--- src/hdl/pcs_pkg.sv ---
// Contract
// two-bit function per low pin: io, rd, wr, rdwr
// io function acts as quasi-bidirectional port pin
// read strobe during read pulse in range
// write strobe during write pulse in range
// rdwr strobe during either pulse in range
// sixteen-bit base address per pin, two bytes
// compare length: 16, a15-a1, a15-a2, a15-a8
// control bytes hold pin3/2 and pin1/0 fields
// polarity bits 7:4 set pins 3:0 polarity
// pins 2,3 in io feed extra interrupts
// options bits 4:1 enable upper pin high drive
// options bit 0 adds port 0 pull-ups
// data latch resets ones, config resets zero
// extra interrupt control bit layout
// trigger bit: 1 falling edge, 0 low level
// edge flag set by hardware, cleared on service
// priority bit high level, enable gates request
// io function drives pins from data latch
// compare uses external access address, pulse-long strobe
package pcs_pkg;
  localparam logic [7:0] ADDR_OPTIONS  = 8'h86;
  localparam logic [7:0] ADDR_P0_LOW   = 8'h84;
  localparam logic [7:0] ADDR_P0_HIGH  = 8'h85;
  localparam logic [7:0] ADDR_P1_LOW   = 8'h94;
  localparam logic [7:0] ADDR_P1_HIGH  = 8'h95;
  localparam logic [7:0] ADDR_P2_LOW   = 8'hac;
  localparam logic [7:0] ADDR_P2_HIGH  = 8'had;
  localparam logic [7:0] ADDR_POLARITY = 8'hae;
  localparam logic [7:0] ADDR_P3_LOW   = 8'hb4;
  localparam logic [7:0] ADDR_P3_HIGH  = 8'hb5;
  localparam logic [7:0] ADDR_EXTRA_IRQ_CONTROL    = 8'hc0;
  localparam logic [7:0] ADDR_CFG_LOW  = 8'hc2;
  localparam logic [7:0] ADDR_CFG_HIGH = 8'hc3;
  localparam logic [7:0] ADDR_DATA     = 8'hd8;
  localparam logic [7:0] RST_DATA      = 8'hff;
  localparam logic [7:0] RST_ZERO      = 8'h00;
  localparam logic [7:0] POL_MASK      = 8'hf0;
  localparam logic [7:0] OPT_MASK      = 8'h1f;
  localparam int         OPT_PULLUP    = 0;
  localparam int         OPT_HD_LSB    = 1;
  localparam int         XI_PRI        = 3;
  localparam int         XI_EN         = 2;
  localparam int         XI_FLAG       = 1;
  localparam int         XI_TRIG       = 0;
  localparam logic [1:0] FN_IO   = 2'h0;
  localparam logic [1:0] FN_RD   = 2'h1;
  localparam logic [1:0] FN_WR   = 2'h2;
  localparam logic [1:0] FN_RDWR = 2'h3;
  localparam logic [1:0] CMP_A0  = 2'h0;
  localparam logic [1:0] CMP_A1  = 2'h1;
  localparam logic [1:0] CMP_A2  = 2'h2;
  localparam logic [1:0] CMP_A8  = 2'h3;

  typedef struct packed {
    logic       wr;
    logic       rd;
    logic [7:0] addr;
    logic [7:0] wdata;
  } pcs_sfr_t;

  typedef struct packed {
    logic        rd_n;
    logic        wr_n;
    logic [15:0] addr;
  } pcs_xmem_t;

  typedef struct packed {
    logic [7:0]   data;
    logic [7:0]   cfg_lo;
    logic [7:0]   cfg_hi;
    logic [7:0]   pol;
    logic [7:0]   opt;
    logic [7:0]   extra_irq_control;
    logic [3:0][15:0] base;
    logic [7:0]   rdata;
    logic [7:0]   pin_o;
    logic [7:0]   pin_oe;
    logic [7:0]   hd;
    logic         p0_pullup;
    logic         irq2_req;
    logic         irq3_req;
    logic         irq2_hi;
    logic         irq3_hi;
    logic [1:0]   irq_prev;
    logic [7:0]   pin_s1;
    logic [7:0]   pin_s2;
    logic [2:0]   xm_s1;
    logic [2:0]   xm_s2;
    logic [15:0]  xa_s1;
    logic [15:0]  xa_s2;
  } pcs_state_t;
endpackage : pcs_pkg

--- src/hdl/pcs_port4.sv ---
module pcs_port4 (
  input  wire logic             mclk,
  input  wire logic             resetn,
  input  wire pcs_pkg::pcs_sfr_t  sfr,
  output logic [7:0]            sfr_rdata,
  input  wire pcs_pkg::pcs_xmem_t xmem,
  input  wire logic             irq2_ack,
  input  wire logic             irq3_ack,
  input  wire logic [7:0]       pin_i,
  output logic [7:0]            pin_o,
  output logic [7:0]            pin_oe,
  output logic [7:0]            high_drive,
  output logic                  port0_pullup_enable,
  output logic                  extra_external_irq_a,
  output logic                  extra_external_irq_b,
  output logic                  extint2_priority,
  output logic                  extint3_priority
);
  pcs_pkg::pcs_state_t cur_ff, nxt_ff;

  function automatic logic addr_hit(input logic [15:0] a, input logic [15:0] b,
                                    input logic [1:0] len);
    logic [15:0] m;
    m = 16'hffff;
    case (len)
      pcs_pkg::CMP_A0: m = 16'hffff;
      pcs_pkg::CMP_A1: m = 16'hfffe;
      pcs_pkg::CMP_A2: m = 16'hfffc;
      pcs_pkg::CMP_A8: m = 16'hff00;
      default:         m = 16'hffff;
    endcase
    return ((a ^ b) & m) == 16'h0000;
  endfunction : addr_hit

  always_comb begin
    logic [1:0] fn;
    logic [1:0] len;
    logic       hit;
    logic       act;
    logic       rd_p;
    logic       wr_p;
    logic [1:0] lvl;
    logic [7:0] xi;
    logic [15:0] cfg_all;
    fn   = 2'h0;
    len  = 2'h0;
    hit  = 1'b0;
    act  = 1'b0;
    rd_p = 1'b0;
    wr_p = 1'b0;
    lvl  = 2'h3;
    xi   = 8'h00;
    // both control bytes as one word so every pin indexes in range
    cfg_all = {cur_ff.cfg_hi, cur_ff.cfg_lo};
    nxt_ff = cur_ff;
    // all pins and the access pulses are asynchronous to mclk
    nxt_ff.pin_s1 = pin_i;
    nxt_ff.pin_s2 = cur_ff.pin_s1;
    nxt_ff.xm_s1  = {xmem.rd_n, xmem.wr_n, 1'b0};
    nxt_ff.xm_s2  = cur_ff.xm_s1;
    nxt_ff.xa_s1  = xmem.addr;
    nxt_ff.xa_s2  = cur_ff.xa_s1;
    rd_p = ~cur_ff.xm_s2[2];
    wr_p = ~cur_ff.xm_s2[1];
    xi   = cur_ff.extra_irq_control;
    if (sfr.wr) begin
      case (sfr.addr)
        pcs_pkg::ADDR_DATA:     nxt_ff.data   = sfr.wdata;
        pcs_pkg::ADDR_CFG_LOW:  nxt_ff.cfg_lo = sfr.wdata;
        pcs_pkg::ADDR_CFG_HIGH: nxt_ff.cfg_hi = sfr.wdata;
        pcs_pkg::ADDR_POLARITY: nxt_ff.pol    = sfr.wdata & pcs_pkg::POL_MASK;
        pcs_pkg::ADDR_OPTIONS:  nxt_ff.opt    = sfr.wdata & pcs_pkg::OPT_MASK;
        pcs_pkg::ADDR_EXTRA_IRQ_CONTROL:    xi            = sfr.wdata;
        pcs_pkg::ADDR_P0_LOW:   nxt_ff.base[0][7:0]  = sfr.wdata;
        pcs_pkg::ADDR_P0_HIGH:  nxt_ff.base[0][15:8] = sfr.wdata;
        pcs_pkg::ADDR_P1_LOW:   nxt_ff.base[1][7:0]  = sfr.wdata;
        pcs_pkg::ADDR_P1_HIGH:  nxt_ff.base[1][15:8] = sfr.wdata;
        pcs_pkg::ADDR_P2_LOW:   nxt_ff.base[2][7:0]  = sfr.wdata;
        pcs_pkg::ADDR_P2_HIGH:  nxt_ff.base[2][15:8] = sfr.wdata;
        pcs_pkg::ADDR_P3_LOW:   nxt_ff.base[3][7:0]  = sfr.wdata;
        pcs_pkg::ADDR_P3_HIGH:  nxt_ff.base[3][15:8] = sfr.wdata;
        default: ;
      endcase
    end
    // quasi port: write 1 floats high weakly, drive only the zeros
    nxt_ff.pin_o  = cur_ff.data;
    nxt_ff.pin_oe = ~cur_ff.data;
    for (int i = 0; i < 4; i++) begin
      fn  = cfg_all[4*i+2 +: 2];
      len = cfg_all[4*i +: 2];
      hit = addr_hit(cur_ff.xa_s2, cur_ff.base[i], len);
      case (fn)
        pcs_pkg::FN_RD:   act = rd_p & hit;
        pcs_pkg::FN_WR:   act = wr_p & hit;
        pcs_pkg::FN_RDWR: act = (rd_p | wr_p) & hit;
        default:          act = 1'b0;
      endcase
      if (fn != pcs_pkg::FN_IO) begin
        nxt_ff.pin_o[i]  = ~(act ^ cur_ff.pol[4+i]);
        nxt_ff.pin_oe[i] = 1'b1;
      end
    end
    nxt_ff.hd        = {cur_ff.opt[pcs_pkg::OPT_HD_LSB +: 4], 4'h0};
    nxt_ff.p0_pullup = cur_ff.opt[pcs_pkg::OPT_PULLUP];
    // extra interrupt inputs only from pins left in io function
    lvl[0] = (cur_ff.cfg_hi[3:2] == pcs_pkg::FN_IO) ? cur_ff.pin_s2[2] : 1'b1;
    lvl[1] = (cur_ff.cfg_hi[7:6] == pcs_pkg::FN_IO) ? cur_ff.pin_s2[3] : 1'b1;
    nxt_ff.irq_prev = lvl;
    for (int k = 0; k < 2; k++) begin
      if (xi[4*k+pcs_pkg::XI_TRIG]) begin
        if (k == 0 ? irq2_ack : irq3_ack) xi[4*k+pcs_pkg::XI_FLAG] = 1'b0;
        // set after clear so a fresh edge wins
        if (cur_ff.irq_prev[k] & ~lvl[k]) xi[4*k+pcs_pkg::XI_FLAG] = 1'b1;
      end else begin
        xi[4*k+pcs_pkg::XI_FLAG] = ~lvl[k];
      end
    end
    nxt_ff.extra_irq_control    = xi;
    nxt_ff.irq2_req = xi[pcs_pkg::XI_EN] & xi[pcs_pkg::XI_FLAG];
    nxt_ff.irq3_req = xi[4+pcs_pkg::XI_EN] & xi[4+pcs_pkg::XI_FLAG];
    nxt_ff.irq2_hi  = xi[pcs_pkg::XI_PRI];
    nxt_ff.irq3_hi  = xi[4+pcs_pkg::XI_PRI];
    case (sfr.addr)
      pcs_pkg::ADDR_DATA:     nxt_ff.rdata = {cur_ff.pin_s2[7:4], cur_ff.data[3:0] & cur_ff.pin_s2[3:0]};
      pcs_pkg::ADDR_CFG_LOW:  nxt_ff.rdata = cur_ff.cfg_lo;
      pcs_pkg::ADDR_CFG_HIGH: nxt_ff.rdata = cur_ff.cfg_hi;
      pcs_pkg::ADDR_POLARITY: nxt_ff.rdata = cur_ff.pol;
      pcs_pkg::ADDR_OPTIONS:  nxt_ff.rdata = cur_ff.opt;
      pcs_pkg::ADDR_EXTRA_IRQ_CONTROL:    nxt_ff.rdata = cur_ff.extra_irq_control;
      pcs_pkg::ADDR_P0_LOW:   nxt_ff.rdata = cur_ff.base[0][7:0];
      pcs_pkg::ADDR_P0_HIGH:  nxt_ff.rdata = cur_ff.base[0][15:8];
      pcs_pkg::ADDR_P1_LOW:   nxt_ff.rdata = cur_ff.base[1][7:0];
      pcs_pkg::ADDR_P1_HIGH:  nxt_ff.rdata = cur_ff.base[1][15:8];
      pcs_pkg::ADDR_P2_LOW:   nxt_ff.rdata = cur_ff.base[2][7:0];
      pcs_pkg::ADDR_P2_HIGH:  nxt_ff.rdata = cur_ff.base[2][15:8];
      pcs_pkg::ADDR_P3_LOW:   nxt_ff.rdata = cur_ff.base[3][7:0];
      pcs_pkg::ADDR_P3_HIGH:  nxt_ff.rdata = cur_ff.base[3][15:8];
      default:                nxt_ff.rdata = pcs_pkg::RST_ZERO;
    endcase
  end

  always_ff @(posedge mclk or negedge resetn) begin
    if (!resetn) begin
      cur_ff          <= '0;
      cur_ff.data     <= pcs_pkg::RST_DATA;
      cur_ff.pin_o    <= pcs_pkg::RST_DATA;
      cur_ff.pin_s1   <= pcs_pkg::RST_DATA;
      cur_ff.pin_s2   <= pcs_pkg::RST_DATA;
      cur_ff.irq_prev <= 2'h3;
      cur_ff.xm_s1    <= 3'h6;
      cur_ff.xm_s2    <= 3'h6;
    end else begin
      cur_ff <= nxt_ff;
    end
  end

  assign sfr_rdata            = cur_ff.rdata;
  assign pin_o                = cur_ff.pin_o;
  assign pin_oe               = cur_ff.pin_oe;
  assign high_drive           = cur_ff.hd;
  assign port0_pullup_enable  = cur_ff.p0_pullup;
  assign extra_external_irq_a = cur_ff.irq2_req;
  assign extra_external_irq_b = cur_ff.irq3_req;
  assign extint2_priority     = cur_ff.irq2_hi;
  assign extint3_priority     = cur_ff.irq3_hi;
endmodule : pcs_port4

--- config.mk ---
export PLATFORM = sky130hd
export DESIGN_NAME = pcs_port4
export DESIGN_NICKNAME = d
export VERILOG_FILES = /design/src/hdl/pcs_pkg.sv /design/src/hdl/pcs_port4.sv
export SDC_FILE = /design/constraint.sdc
export NUM_CORES = 1
export LEC_CHECK = 0
export BUFFER_PORTS_ARGS = -buffer_cell sky130_fd_sc_hd__buf_4
export CAP_MARGIN = 30
export CORE_ASPECT_RATIO = 2
export CORE_MARGIN = 2
export CORE_UTILIZATION = 59
export DETAILED_ROUTE_END_ITERATION = 16
export PLACE_DENSITY = 0.8
export SLEW_MARGIN = 15
export SYNTH_ARGS = -nofsm -noshare
export SYNTH_HDL_FRONTEND = slang
export SYNTH_SLANG_ARGS = --single-unit
--- constraint.sdc ---
create_clock -name mclk -period 2 [get_ports mclk]
set_input_delay 0 -clock mclk [delete_from_list [all_inputs] [get_ports mclk]]
set_output_delay 0 -clock mclk [all_outputs]
set_load 0.03 [all_outputs]
==> results.cfg <==
[critical_path]
r2r-end = pin_o[3]
path_cells = xor2_1 > nor4_1 > nand3_1 > o31a_1 > o31ai_1
cp_slowest_cell = dfrtp_1
reg2reg_from = cur_ff[12]
crit_path_start_kind = flip-flop
criticalPathCategory = flip-flop to flip-flop
worstPathRequired_ns = 2.32
reg2regPathDepth = 5
max_stage_delay_ns = 0.49
arrival_ns = 2.20
cp_num_buf_inv = 0
cp_max_fo = 4
critPathCaptureType = flip-flop
critPathTopFamily = compound AO/OA/AOI/OAI gates
ff2ff_setup_slack_ns = 0.12

[synth]
synth.most_common_cell = dfrtp_1
synth_seq_area_share_pct = 56.6
synth_edf_count = 0
synth.cell_area_mm2 = 0.00848
synth_top_family_by_area = multiplexers
synthSimpleGateAreaFrac_pct = 9.15
synth_fa_ha_area_share_pct = 0
ys_ff_latch = 190
synth_cell_type_count = 63
synth_top_area_share_pct = 44.9
synth_compound_area_share_pct = 6.71
synthTopCellsByCount = dfrtp_1, mux2_2, xor2_1, dfstp_2, buf_4
yosysWarnings = 0
synthArstFlopShare_pct = 100
synth_area_leaders = dfrtp_1, mux2_2, dfstp_2
syn_inst = 646
avgSynthCellArea_um2 = 13.1
ys.flop_type = dfrtp_1
synth_xor_area_share_pct = 6.61
synthMuxAreaShare_pct = 15.8
synth.largest_area_cell = dfrtp_1

[clock_network]
tritoncts = yes
clock-sinks = 190
clock_latency_ns = 0.44
cts.path.max_buffers = 2
clkTransAtPathRegs_ns = 0.07
numCtsBuffers = 17
htreeDepth = 4
postCtsSetupBuffers = 0
root_buffer = clkbuf_16

[route]
via_per_inst = 6.12
wl_per_cell_um = 22.9
post-route-drc-count = 0
drtIter0Drc = 754
postRouteAntennaNets = 0
dr.pass1.iters = 6
vias = 5847
routed_wl_um = 21900

[power]
p_comb_share_pct = 9.5
intPower_uw = 6230
p_seq_share_pct = 50.8
power.share.clock_pct = 39.7
p_leak_uw = 0.00479
p_total_uw = 8370
powerDensity_mw_per_mm2 = 824
switching_share_pct = 25.6
p_switching_uw = 2140
ir_drop_uv = 685

[global_route]
grt_max_degree = 55
grt_pass1_vias = 5774
grt.total_usage_pct = 30.1
antenna_found_initial = 0
grt_overflow = 0
grt_pass1_wl_um = 33400

[cells_and_area]
num-nets-final = 798
final_layout_size_suffix_gt1_share_pct = 38.3
diodes = 0
area_growth_pct = 19.8
fin_util_pct = 71.5

[timing]
hold_viol_final = 0
setup_viol = 0
relSlewSlack_pct = 63.1
timing.fmax_ghz = 0.533
rsz0062_at_grt = false
holdWs_ns = 0.0879
finalSetupTns_ns = 0
fin_crit_sh_pct = 93.8
min_period_ns = 1.88
fin_skew_ns = 0.00984
slew_violations = 0
max_slew.worst_pin.slew_ns = 0.552

[min_path]
hp-class = input pin to async pin

[placed_design]
portBuffers = 79
gp_congestion = 0.978
dp_hpwl_um = 15500

[die]
num_io_pins = 85
row_count = 62
core_region_area_mm2 = 0.0142
die_h_um = 174
die_x_um = 88.8
start_util_pct = 59.7
dieArea_mm2 = 0.0154

[run]
drv_cap = 0

[outcome]
status = finished, final reports clean
-- power groups by stage --
stage          clock network (µW)  logic [µW]  registers, µW
2_1_floorplan                   0         451           4250
3_3_place_gp                    0         708           4310
3_5_place_dp                    0         722           4320
4_1_cts                      3370         790           4250
5_1_grt                      3530         854           4270
6_report                     3320         794           4260
-- layer usage --
metal,part of all wire [%],track usage [%],wire (µm),up-vias
met5,0,0,0,-
met2,49,46.7,10800,353
met1,36,38.6,7890,2892
met3,6.8,4.95,1500,106
met4,7.7,18.9,1680,0
li1,-,-,-,2496
-- metrics by stage --
stage	setup slack (ns)	instances	instance area, µm²
after detailed placement	0.0461	884	9170
after floorplan	0.503	649	8490
final	0.125	955	10200
after CTS	0.00836	955	10100
after global routing	0.0383	955	10200
after global placement	0.147	884	9170
-- cell usage in the layout (no fill, tap or decap), types with 3 or more instances in the layout --
cell type | Yosys | routed
dfrtp_1 | 152 | 152
mux2_2 | 101 | 101
buf_4 | 37 | 101
xor2_1 | 50 | 50
dlygate4sd3_1 | 0 | 39
dfstp_2 | 38 | 38
nand2_1 | 23 | 23
mux2i_1 | 18 | 18
clkbuf_16 | 0 | 17
nor2_1 | 15 | 15
xnor2_1 | 14 | 14
nor4_1 | 14 | 13
nor2b_1 | 12 | 12
a32oi_1 | 11 | 11
nand3_1 | 10 | 10
inv_1 | 10 | 10
o21ai_0 | 9 | 9
a22oi_1 | 8 | 8
a22o_1 | 7 | 7
nor3_1 | 7 | 7
nand4_1 | 6 | 6
and3_1 | 5 | 5
a221oi_1 | 5 | 5
inv_6 | 0 | 5
o21bai_1 | 4 | 4
o22ai_1 | 4 | 4
o31ai_1 | 4 | 4
nand3_2 | 4 | 4
conb_1 | 1 | 4
clkinv_4 | 0 | 4
and2_1 | 3 | 3
and4_1 | 3 | 3
nand4b_1 | 3 | 3
nor4bb_1 | 3 | 3
buf_12 | 0 | 3
-- timing repair --
action,in CTS,in global routing
resized for setup,0,1
hold buffers,39,0
endpoints found under the hold margin,277,0
setup endpoints to repair,0,1
-- cells by family after synthesis --
logic type / Yosys count
buffers and inverters: 72
other: 1
XOR/XNOR: 64
AO/OA/AOI/OAI: 74
multiplexers: 120
AND/OR/NAND/NOR: 125
flip-flops: 190
-- worst max-delay path by stage --
stage / start / depth (start not counted) / end
detailed placement: cur_ff[2] / 6 / pin_o[0]
global route: cur_ff[12] / 5 / pin_o[3]
CTS: cur_ff[2] / 6 / pin_o[0]
floorplan: cur_ff[9] / 5 / pin_o[3]
finish: cur_ff[12] / 5 / pin_o[3]
global placement: cur_ff[7] / 6 / pin_o[0]
-- area by class of cell --
class                      instances  area, µm²
clock inverter                    14        146
fill                             983       4040
clock buffer                      18        439
tap                              192        240
inverter                          10       37.5
timing repair buffer             144       1220
multi-input combinational        387       3270
sequential                       190       4800
-- flip-flops by register name, summed over array words and instances, names as in the netlist --
| register | flops |
|---|---|
| cur_ff | 159 |
| extra_external_irq_a | 1 |
| extra_external_irq_b | 1 |
| high_drive | 4 |
| pin_o | 8 |
| pin_oe | 8 |
| port0_pullup_enable | 1 |
| sfr_rdata | 8 |
(Power assumes the default switching activity.)
